===== config.mk =====
export PLATFORM = sky130hd
export DESIGN_NAME = srsp_port
export DESIGN_NICKNAME = d
export VERILOG_FILES = /design/src/core/srsp_pkg.sv /design/src/core/srsp_sync.sv /design/src/core/srsp_port.sv
export SDC_FILE = /design/constraint.sdc
export NUM_CORES = 1
export LEC_CHECK = 0
export BUFFER_PORTS_ARGS = -buffer_cell sky130_fd_sc_hd__buf_4
export CAP_MARGIN = 20
export CORE_ASPECT_RATIO = 2
export CORE_MARGIN = 3
export CORE_UTILIZATION = 58
export DETAILED_ROUTE_END_ITERATION = 8
export PLACE_DENSITY = 0.77
export SYNTH_ARGS = -nofsm -noshare
export SYNTH_HDL_FRONTEND = slang
export SYNTH_SLANG_ARGS = --single-unit

===== constraint.sdc =====
create_clock -name clk -period 17 [get_ports clk]
set_clock_uncertainty 0.15 [all_clocks]
set_input_delay 0.85 -clock clk [delete_from_list [all_inputs] [get_ports clk]]
set_output_delay 0.85 -clock clk [all_outputs]
set_load 0.01 [all_outputs]

===== src/core/srsp_pkg.sv =====
// Constants for the serial register slave port
// Function
// - Chip select high selects two-wire mode
// - Format bit chooses four-wire or three-wire pins
// - Clock polarity 1 and phase 1
// - Four-wire: receive on input, send on output
// - Data captured on serial clock rising edge
// - Pointer advances after each data byte while the multi-byte flag is set
// - Pointer keeps advancing until chip select rises
// - Output data changes after falling clock edge
package srsp_pkg;
    localparam int          ADDR_W         = 6;
    localparam int          DATA_W         = 8;
    localparam int          REG_COUNT      = 64;
    localparam logic [5:0]  FMT_OFFSET     = 6'h31;
    localparam logic [7:0]  FMT_RESET      = 8'h00;
    localparam logic [7:0]  REG_RESET      = 8'h00;
    localparam int          FMT_WIRE_BIT   = 6;
    localparam int          HDR_RW_BIT     = 7;
    localparam int          HDR_MB_BIT     = 6;
    localparam logic [2:0]  LAST_BIT       = 3'h7;
    // Timing of the serial clock against the 200 MHz core clock
    localparam int          CLK_PERIOD_PS  = 5000;
    localparam int          SCLK_MAX_KHZ   = 5000;
    localparam int          SCLK_PERIOD_PS = 1000000000 / SCLK_MAX_KHZ;
    localparam int          SCLK_LOW_PS    = SCLK_PERIOD_PS * 4 / 10;
    localparam int          SCLK_LOW_CYC   = SCLK_LOW_PS / CLK_PERIOD_PS;
    localparam int          MIN_PHASE_CYC  = 4;
endpackage


===== src/core/srsp_sync.sv =====
// Multi-stage synchroniser for signals from outside the clock domain
`timescale 1ns/1ps
`default_nettype none
module srsp_sync #(
    parameter int          WIDTH  = 1,
    parameter int          STAGES = 2,
    parameter logic [0:0]  INIT   = 1'b0
) (
    input  wire logic             clk,
    input  wire logic             rst_n,
    input  wire logic             ce,
    input  wire logic [WIDTH-1:0] d,
    output logic      [WIDTH-1:0] q
);
    logic [STAGES-1:0][WIDTH-1:0] stage;

    // Refuse chains too short to settle metastability
    if (STAGES < 2) begin : g_bad
        $error("srsp_sync needs at least two stages");
    end

    // Shift chain; only the last stage is visible
    always_ff @(posedge clk or negedge rst_n) begin
        if (!rst_n) begin
            stage <= {STAGES{{WIDTH{INIT}}}};
        end else if (ce) begin
            stage <= {stage[STAGES-2:0], d};
        end
    end

    assign q = stage[STAGES-1];
endmodule
`default_nettype wire


===== src/core/srsp_port.sv =====
// Serial register slave port: SPI mode 3 slave over a 64-byte register file
`timescale 1ns/1ps
`default_nettype none
module srsp_port (
    input  wire logic        clk,
    input  wire logic        resetn,
    input  wire logic        ce,
    input  wire logic        cs_n,
    input  wire logic        sclk,
    input  wire logic        sdio_in,
    output logic             sdio_out,
    output logic             sdio_oe,
    output logic             sdo_out,
    output logic             sdo_oe,
    output logic             two_wire_mode,
    output logic       [7:0] output_format_control,
    output logic             reg_wr_strobe,
    output logic       [5:0] reg_wr_addr,
    output logic       [7:0] reg_wr_data
);
    // Behaviour in short:
    // Chip select high parks the port and flags two-wire mode.
    // Chip select low runs a mode 3 slave frame.
    // First byte: direction, multi-byte flag, address.
    // Later bytes: data, MSB first, one per eight clocks.
    // Bits are taken on the synced serial clock rise.
    // Read bits move on the synced serial clock fall.
    // Format bit picks shared pin or separate output pin.
    // Pointer steps per data byte only with the flag set.
    // Pointer wraps from the top register to the bottom.
    // A partial byte at chip select rise is dropped.
    // Hazard: pins are sampled, so the core clock
    // must see each serial clock phase for four cycles.

    // Whole port state in one register
    typedef struct packed {
        // Edge detection and frame progress
        logic                                         sclk_q;
        logic                                         in_hdr;
        logic                                         first_done;
        // Header fields of the running frame
        logic                                         rw;
        logic                                         multi_byte_flag;
        logic                                         drive;
        // Bit counter, pointer and shifters
        logic [2:0]                                   bit_cnt;
        logic [srsp_pkg::ADDR_W-1:0]                  addr;
        logic [srsp_pkg::DATA_W-1:0]                  rx;
        logic [srsp_pkg::DATA_W-1:0]                  tx;
        // Pin drivers and register side outputs
        logic                                         out_bit;
        logic                                         sdio_oe;
        logic                                         sdo_oe;
        logic                                         two_wire;
        logic                                         wr_strobe;
        logic [srsp_pkg::ADDR_W-1:0]                  wr_addr;
        logic [srsp_pkg::DATA_W-1:0]                  wr_data;
        logic [srsp_pkg::REG_COUNT-1:0][srsp_pkg::DATA_W-1:0] regs;
    } srsp_state_t;

    srsp_state_t s;
    srsp_state_t next_s;
    logic        rst_n;
    logic [2:0]  pins_s;
    logic        cs_s;
    logic        sclk_s;
    logic        sdi_s;

    // The core clock must see every serial clock phase
    if (srsp_pkg::SCLK_LOW_CYC < srsp_pkg::MIN_PHASE_CYC) begin : g_bad
        $error("core clock too slow for the serial clock");
    end

    // Register file must fill the whole address space
    if (srsp_pkg::REG_COUNT != (1 << srsp_pkg::ADDR_W)) begin : g_bad_depth
        $error("register count must match the address width");
    end

    // Header layout: direction above flag above address
    if (srsp_pkg::HDR_MB_BIT != srsp_pkg::ADDR_W) begin : g_bad_flag
        $error("multi-byte flag must sit just above the address");
    end
    if (srsp_pkg::HDR_RW_BIT != srsp_pkg::DATA_W - 1) begin : g_bad_dir
        $error("direction bit must be the first bit sent");
    end

    // Wire select must lie inside the format register
    if (srsp_pkg::FMT_WIRE_BIT >= srsp_pkg::DATA_W) begin : g_bad_fmt
        $error("wire select bit outside the format register");
    end

    // Reset release through two flip-flops
    srsp_sync #(
        .WIDTH  (1),
        .STAGES (2),
        .INIT   (1'b0)
    ) u_rst_sync (
        .clk   (clk),
        .rst_n (resetn),
        .ce    (1'b1),
        .d     (1'b1),
        .q     (rst_n)
    );

    // Pins from the master cross into the core clock
    srsp_sync #(
        .WIDTH  (3),
        .STAGES (2),
        .INIT   (1'b1)
    ) u_pin_sync (
        .clk   (clk),
        .rst_n (rst_n),
        .ce    (ce),
        .d     ({cs_n, sclk, sdio_in}),
        .q     (pins_s)
    );

    assign cs_s   = pins_s[2];
    assign sclk_s = pins_s[1];
    assign sdi_s  = pins_s[0];

    // Next-state logic of the whole port
    always_comb begin
        logic                         rise;
        logic                         fall;
        logic                         three_wire;
        logic [srsp_pkg::DATA_W-1:0]  rx_next;
        logic [srsp_pkg::ADDR_W-1:0]  addr_inc;
        rise       = 1'b0;
        fall       = 1'b0;
        three_wire = 1'b0;
        rx_next    = '0;
        addr_inc   = '0;
        next_s     = s;

        rise       = sclk_s & ~s.sclk_q;
        fall       = ~sclk_s & s.sclk_q;
        three_wire = s.regs[srsp_pkg::FMT_OFFSET][srsp_pkg::FMT_WIRE_BIT];
        rx_next    = {s.rx[srsp_pkg::DATA_W-2:0], sdi_s};
        addr_inc   = s.addr + 6'h01;

        next_s.sclk_q    = sclk_s;
        next_s.wr_strobe = 1'b0;
        next_s.two_wire  = cs_s;

        if (cs_s) begin
            // Deselected: end the frame, release both data pins
            next_s.bit_cnt    = 3'h0;
            next_s.in_hdr     = 1'b1;
            next_s.first_done = 1'b0;
            next_s.drive      = 1'b0;
            // Output bit keeps its value; only moved by a fall
            next_s.sdio_oe    = 1'b0;
            next_s.sdo_oe     = 1'b0;
        end else begin
            // Four-wire output pin is owned while selected
            next_s.sdo_oe = ~three_wire;
            if (rise) begin
                // Capture one bit per rising edge
                next_s.rx      = rx_next;
                next_s.bit_cnt = s.bit_cnt + 3'h1;
                if (s.bit_cnt == srsp_pkg::LAST_BIT) begin
                    if (s.in_hdr) begin
                        // Header byte: direction, flag, address
                        next_s.in_hdr          = 1'b0;
                        next_s.rw              = rx_next[srsp_pkg::HDR_RW_BIT];
                        next_s.multi_byte_flag = rx_next[srsp_pkg::HDR_MB_BIT];
                        next_s.addr            = rx_next[srsp_pkg::ADDR_W-1:0];
                        next_s.tx              = s.regs[rx_next[srsp_pkg::ADDR_W-1:0]];
                        next_s.drive           = rx_next[srsp_pkg::HDR_RW_BIT];
                    end else begin
                        // Data byte: store on write (first byte only without flag), step pointer with flag
                        if (!s.rw && (s.multi_byte_flag || !s.first_done)) begin
                            next_s.regs[s.addr] = rx_next;
                            next_s.wr_strobe    = 1'b1;
                            next_s.wr_addr      = s.addr;
                            next_s.wr_data      = rx_next;
                        end
                        next_s.first_done = 1'b1;
                        if (s.multi_byte_flag) begin
                            next_s.addr = addr_inc;
                            next_s.tx   = s.regs[addr_inc];
                        end else begin
                            next_s.tx   = s.regs[s.addr];
                        end
                    end
                end
            end else if (fall && s.drive) begin
                // Present next read bit after falling edge
                next_s.out_bit = s.tx[srsp_pkg::DATA_W-1];
                next_s.tx      = {s.tx[srsp_pkg::DATA_W-2:0], 1'b0};
                next_s.sdio_oe = three_wire;
            end
        end
    end

    // Single state register, frozen while the enable is low
    always_ff @(posedge clk or negedge rst_n) begin
        if (!rst_n) begin
            s                 <= '0;
            s.sclk_q          <= 1'b1;
            s.in_hdr          <= 1'b1;
            s.two_wire        <= 1'b1;
            s.regs            <= {srsp_pkg::REG_COUNT{srsp_pkg::REG_RESET}};
            s.regs[srsp_pkg::FMT_OFFSET] <= srsp_pkg::FMT_RESET;
        end else if (ce) begin
            s <= next_s;
        end
    end

    // Outputs straight from state flip-flops
    assign sdio_out              = s.out_bit;
    assign sdio_oe               = s.sdio_oe;
    assign sdo_out               = s.out_bit;
    assign sdo_oe                = s.sdo_oe;
    assign two_wire_mode         = s.two_wire;
    assign output_format_control = s.regs[srsp_pkg::FMT_OFFSET];
    assign reg_wr_strobe         = s.wr_strobe;
    assign reg_wr_addr           = s.wr_addr;
    assign reg_wr_data           = s.wr_data;
endmodule
`default_nettype wire


Yosys cells after proc, flatten, opt, wreduce, memory -nomap -nowiden
Index checks and enable logic that the tools add are counted.

cells by class
  add/subtract/negate cells = 2
  multipliers = 0
  divide/modulo/power cells = 0
  magnitude comparators = 4
  equality and inequality tests = 4
  shift operators = 0
  mux-type cells = 30
  bitwise gates (word level) = 8
  reduce and logical (&&, ||, !) cells = 23

operator list
  operator               number
  $mux W527              5
  $bwmux W512            1
  $bmux W8 S6            3
  $mux W8                8
  $demux W8 S6           1
  $mux W22               1
  $lt A6 B7 Y1 const B   3
  $mux W6                3
  $reduce_and A4 Y1      4
  $reduce_bool A2 Y1     6
  $mux W10               1
  $reduce_and A5 Y1      2
  $reduce_and A3 Y1      3
  $add A6 B1 Y6 const B  1
  $ge A6 B1 Y1 const B   1
  $ne A2 B1 Y1 const B   3
  $not A1 Y1             6
  $reduce_and A6 Y1      1
  $mux W5                1
  $mux W2                2
  $mux W4                1
  $add A3 B1 Y3 const B  1
  $eq A3 B3 Y1 const B   1
  $logic_and A1 B1 Y1    3
  other kinds (6)        9

storage, ports and cells
  flip-flop bits (word level) = 570
  latch bits = 0
  RAM bits = 0
  ROM bits = 0
  word-level logic and storage cells = 156
  memories = 0

Longest topological paths before layout
  depth after elaboration = 10
  mapped depth = 12
  depth with buffers taken out = 8

Cells and area by module
A second synthesis with hierarchy kept.

unflattened totals
  cell total of the unflattened synthesis = 2655
  area, all modules = 34639.5 µm²

by module, submodules not included
  module                  instances  cells each  area each (µm²)  seq. area each (µm²)
  srsp_port               1          2635        34285.4          14042.2
  srsp_sync (u_pin_sync)  1          16          281.5            157.7
  srsp_sync (u_rst_sync)  1          4           72.6             50.0

Worst setup path before layout
Ideal clock, no wire load.

  path kind = register to register
  from = register s[547] in the netlist's numbering
  to = register s[537] in the netlist's numbering
  library setup time = 0.124 ns
  data arrival time = 2.938 ns
  required time = 16.726 ns
  slack = 13.788 ns
  cell stages (with the launch flop) = 10
  path buffers = 3
  cells stage by stage = dfrtp_1 -> ha_1 -> buf_2 -> buf_2 -> buf_2 -> mux4_2 -> mux4_2 -> nand2_1 -> a31oi_1 -> a211o_1

on the way
  word-level cells in the longest chain between the ends = 7
  elaborated cells between the ends (all ways) = 9
  classes of those cells = add/sub: 1; mux: 8

ends and longest elaborated chain
  what                           line              RTL
  start, declared                srsp_port.sv:61   srsp_state_t s;
  start signal, assigned         srsp_port.sv:207  s <= next_s;
  $add A6 B1 Y6                  srsp_port.sv:140  addr_inc = s.addr + 6'h01;
  $bmux W8 S6                    srsp_port.sv:182  next_s.tx = s.regs[addr_inc];
  $mux W8 (implied by the code)  srsp_port.sv:182
  $mux W8 *                      srsp_port.sv:180  if (s.multi_byte_flag) begin
  $mux W8 *                      srsp_port.sv:163  if (s.in_hdr) begin
  $mux W8 *                      srsp_port.sv:162  if (s.bit_cnt == srsp_pkg::LAST_BIT) begin
  $mux W8 *                      srsp_port.sv:158  if (rise) begin

Every way passes the cells marked *; elsewhere a longest branch is shown, timed or not. The select of a mux whose other input is x is not followed.
A chain may end at the register's enable or synchronous reset.

Final worst setup path
  from = register s[548] in the netlist's numbering
  to = register s[537] in the netlist's numbering

Same word-level chain as after synthesis.

==> impl.org <==
** Yosys
- Main combinational cell family by area after synthesis :: multiplexers
- After synthesis, flip-flops and latches occupy ~42% of the total area.
- The synthesized design contains 0 enable-type register cells.
- Multiplexer cells account for about two fifths of the synthesized area.
- Summed instance area of the synthesized netlist :: 0.0339 mm2
- Of all flip-flops after synthesis, the portion carrying an async set or reset was 100%.
- Of the total synthesized cell area, the portion taken by AND, OR, NAND and NOR gates is around 6.1%.
- The most common cell in the synthesized netlist is sky130_fd_sc_hd__dfrtp_1.
- Library cells used by synthesis :: 70
- Summing the areas of all fa, ha and maj instances in the mapped netlist gives less than 1% of the synthesized area.
- Flip-flop and latch count after synthesis :: ~570
- Cell count after synthesis :: roughly 2600
- Yosys warning count :: 0
- Summing the areas of all compound-gate instances in the mapped netlist gives under 10% of the synthesized area.
- Yosys attributes the largest share of cell area to sky130_fd_sc_hd__dfrtp_1, sky130_fd_sc_hd__mux4_2, sky130_fd_sc_hd__mux2_2.
- Synth area leader :: sky130_fd_sc_hd__dfrtp_1
- Area share of xor/xnor cells in the synthesized design :: 0.155%
- Ranked by instance count, the synthesized netlist is headed by sky130_fd_sc_hd__dfrtp_1, sky130_fd_sc_hd__mux2_2, sky130_fd_sc_hd__mux4_2, sky130_fd_sc_hd__nand2_1, sky130_fd_sc_hd__clkbuf_1.
- Averaged over all synthesized cells, the footprint is ~13 um2.
- Post-Syn Nets :: 2571
- Summed over its instances, the top area cell type makes up about two fifths of the synthesized netlist area.
- Among all flip-flop cells after synthesis, the most frequent one is sky130_fd_sc_hd__dfrtp_1.

** Hold path
- Worst hold path type :: flip-flop to flip-flop
- The path with the worst hold slack has its endpoint at u_rst_sync.q.
- Depth of the worst hold-timing path :: 0
- The startpoint identified for the worst hold timing path is u_rst_sync.stage[0].

** CTS
- Clock root buffer master :: sky130_fd_sc_hd__clkbuf_16
- In this run, CTS created clock tree buffers numbering 53.
- In this run the deepest clock path goes through 3 buffers.
- For this design, the sink count on the clock tree is around 570.
- CTS tree :: done
- Source-to-sink clock delay at the later pin of the worst-skew pair :: roughly 0.64 ns
- Number of buffers added for setup after CTS :: 0
- The clock tree synthesis step divided the H-tree into 2 levels.
- Cts repair resizes :: 0
- After clock tree synthesis, the clock-pin slew on the worst setup and hold paths is about 0.07 ns.
- After clock tree synthesis, the flow added hold-fix buffers numbering 1.

** Die
- The initial utilization of the core area, before any placement, comes to roughly 59%.
- Top Ports :: 34
- Core Area :: 0.0574 mm2
- Die height :: between 300 and 400 um
- The floorplan has 124 rows.
- The floorplan step defined a die boundary enclosing about 0.061 mm2.
- The die is between 150 and 200 um wide.

** Power and ir drop
- Net switching is between 30% and 40% of the power.
- Summed over all cells, the static leakage comes to 15.3 nW.
- The clock network accounts for 38.7% of the total power.
- Share of total power in combinational logic :: between 20% and 30%
- Peak supply drop :: roughly 0.12 mV
- The internal power of the cells totals 2.39 mW.
- The analysis attributes to net switching a power of roughly 1.2 mW.
- In this run, flip-flops and latches consume 40.5% of the power.
- Power spread over the standard cell area amounts to 98.2 mW/mm2.

** Global route
- Entering global routing, the biggest net connects 145 pins.
- GRT Total Usage :: about 42%
- Number of antenna violations at the first check in global routing :: 4
- The via count of the first global-routing pass is ~27000.
- Total overflow reported by the global router :: 0
- The first global-routing pass estimated about 190 mm of wire.

** Detailed routing
- Overall via count from detail_route :: around 27000
- Via density :: a little over 8
- Count of antenna-violating nets left after detailed routing :: 0
- After detailed routing, the average wire length per cell comes to between 30 and 40 um.
- The detailed router finished its first iteration with ~4700 violations.
- After detailed routing, the total wire length is approximately 130 mm.
- DRC violation count after routing :: 0
- The first detailed-routing pass took 9 iterations.

** Critical path
- Required time of the critical path :: roughly 17 ns
- The number of cells on the worst reg-to-reg path is 8.
- The worst setup path is launched from a flip-flop.
- Worst reg-to-reg setup slack :: between 10 and 15 ns
- Endpoint of the worst register-to-register path :: s[537]
- The most critical setup path has its startpoint at s[548].
- Slowest cell delay on critical path :: 1.00 ns
- Among cell families on the critical path, the largest total delay comes from buffers and inverters.
- Signal arrival time at the worst endpoint :: between 6 and 7 ns
- Slowest cell on the critical path :: sky130_fd_sc_hd__ha_4
- Along the worst path, the maximum fanout reaches 46.
- The critical path contains buffers and inverters numbering 2 combined.
- The critical path in this run is classified as flip-flop to flip-flop.
- In this run the critical register-to-register path is launched from s[548].
- Type of destination of the critical path :: flip-flop
- Critical-path cell list :: ha_4, buf_4, buf_4, mux4_2, mux4_2, nand2_1, a31oi_1, a211o_1

** Finish
- Fin util :: a little under two thirds
- The final layout contains ~2500 nets.
- In the final layout, the share of cells above drive strength 1 is around 44%.
- Number of inserted filler cells in the final layout :: approximately 4200
- Sequential cell area in the final layout :: 0.0143 mm2
- Signed area change from the synthesized netlist to the final layout :: 7.88%
- Footprint of the multi-input gates :: between 0.015 and 0.02 mm2

** Timing
- The max-slew violation count was 0.
- The worst pin sits at a relative slew slack of 19.7%.
- Worst-case hold slack :: around 0.20 ns
- Setup repair after global routing left no endpoint under its margin.
- Period minus WS final :: 5.63 ns
- Period Utilization, post-route :: 33.1%
- Highest clock rate :: ~180 MHz
- Setup violation total in the final timing report :: 0
- At the pin with the least slew margin, the transition time is roughly 1.2 ns.
- Setup total negative slack on the finished layout was measured at 0 ns.
- Count of endpoints failing hold in the final timing report :: 0

** Placed design
- At the end of routability-driven placement, the weighted congestion stood at 1.10.
- Post-detailed-placement half-perimeter wirelength :: 84.0 mm
- Buffers placed on the I/O ports in this run total 33.

** Job
- Max Cap Violations :: 0

** Outcome
- Result of the run :: finished, final reports clean
==> area by class of cell <==
type | count | share of cell area, %
multi-input cells | 1729 | 50.5
clock buffers | 71 | 4.18
well taps | 756 | 2.59
inverters | 10 | 0.103
diodes | 6 | 0.0411
flip-flops and latches | 569 | 39.1
clock inverters | 29 | 1.28
repair buffers | 96 | 2.17
==> metal layers <==
metal  vias up  GRT usage [%]  share of wire [%]
met1     13316           46.7                 30
met3       928           13.4                 12
met2      2568           65.2                 45
met5         -              0                  0
li1       9878              -                  -
met4         0           36.0                 13
==> layout by cell type, fill, tap and decap left out, types with 6 or more instances in the layout <==
cell,instances
sky130_fd_sc_hd__nor4_1,8
sky130_fd_sc_hd__a22o_1,33
sky130_fd_sc_hd__o21ai_0,73
sky130_fd_sc_hd__clkbuf_1,7
sky130_fd_sc_hd__and3_1,7
sky130_fd_sc_hd__mux2i_1,51
sky130_fd_sc_hd__nor3_1,14
sky130_fd_sc_hd__dfrtp_1,550
sky130_fd_sc_hd__a221oi_1,35
sky130_fd_sc_hd__dfrtp_4,6
sky130_fd_sc_hd__or4_1,6
sky130_fd_sc_hd__nor2_2,21
sky130_fd_sc_hd__mux4_2,293
sky130_fd_sc_hd__mux2_2,530
sky130_fd_sc_hd__clkbuf_16,55
sky130_fd_sc_hd__a41oi_1,6
sky130_fd_sc_hd__a211oi_1,16
sky130_fd_sc_hd__clkbuf_8,9
sky130_fd_sc_hd__dfstp_2,8
sky130_fd_sc_hd__nor2_4,16
sky130_fd_sc_hd__a221o_1,8
sky130_fd_sc_hd__nor2_1,43
sky130_fd_sc_hd__diode_2,6
sky130_fd_sc_hd__nand3_1,28
sky130_fd_sc_hd__nand2b_1,10
sky130_fd_sc_hd__buf_4,87
sky130_fd_sc_hd__a22oi_1,124
sky130_fd_sc_hd__a31oi_1,36
sky130_fd_sc_hd__nand2_1,177
sky130_fd_sc_hd__a222oi_1,6
sky130_fd_sc_hd__inv_1,10
sky130_fd_sc_hd__nor2b_1,10
sky130_fd_sc_hd__nand4_1,28
sky130_fd_sc_hd__a21oi_1,38
sky130_fd_sc_hd__clkinv_2,9
sky130_fd_sc_hd__bufinv_16,12
sky130_fd_sc_hd__o22ai_1,29
==> kinds of logic after synthesis <==
kind of cell,count (synthesis)
AOI/OAI and AO/OA,442
muxes,874
xor gates and xnor gates,6
DFF,569
other,1
adders and majority gates,3
buffers and inverters,264
and+or+nand+nor,403
==> power by group through the flow <==
stage / combinational (mW) / sequential, mW / clock [mW]
2_1_floorplan: 0.480 / 1.43 / 0
3_3_place_gp: 0.684 / 1.47 / 0
3_5_place_dp: 0.697 / 1.47 / 0
4_1_cts: 0.700 / 1.45 / 1.38
5_1_grt: 0.754 / 1.46 / 1.43
6_report: 0.748 / 1.45 / 1.39
==> metrics by stage <==
stage / cells / cell area, um2 / setup slack, ns / power (mW)
finish: 3266 / 36500 / 11.37 / 3.59
global route: 3260 / 36500 / 11.04 / 3.64
CTS: 3253 / 36400 / 11.47 / 3.53
detailed placement: 3152 / 34400 / 11.50 / 2.17
global placement: 3151 / 34400 / 11.60 / 2.16
floorplan: 2562 / 33900 / 7.60 / 1.91
==> worst max path at each step <==
stage	end	slack [ns]	cells past startpoint
after CTS	s[535]	11.47	8
after detailed placement	s[535]	11.50	8
final	s[537]	11.37	8
after floorplan	asynchronous set/reset pin	7.60	0
after global routing	s[537]	11.04	8
after global placement	s[535]	11.60	8
No activity file was read; power rests on OpenSTA's default activity.
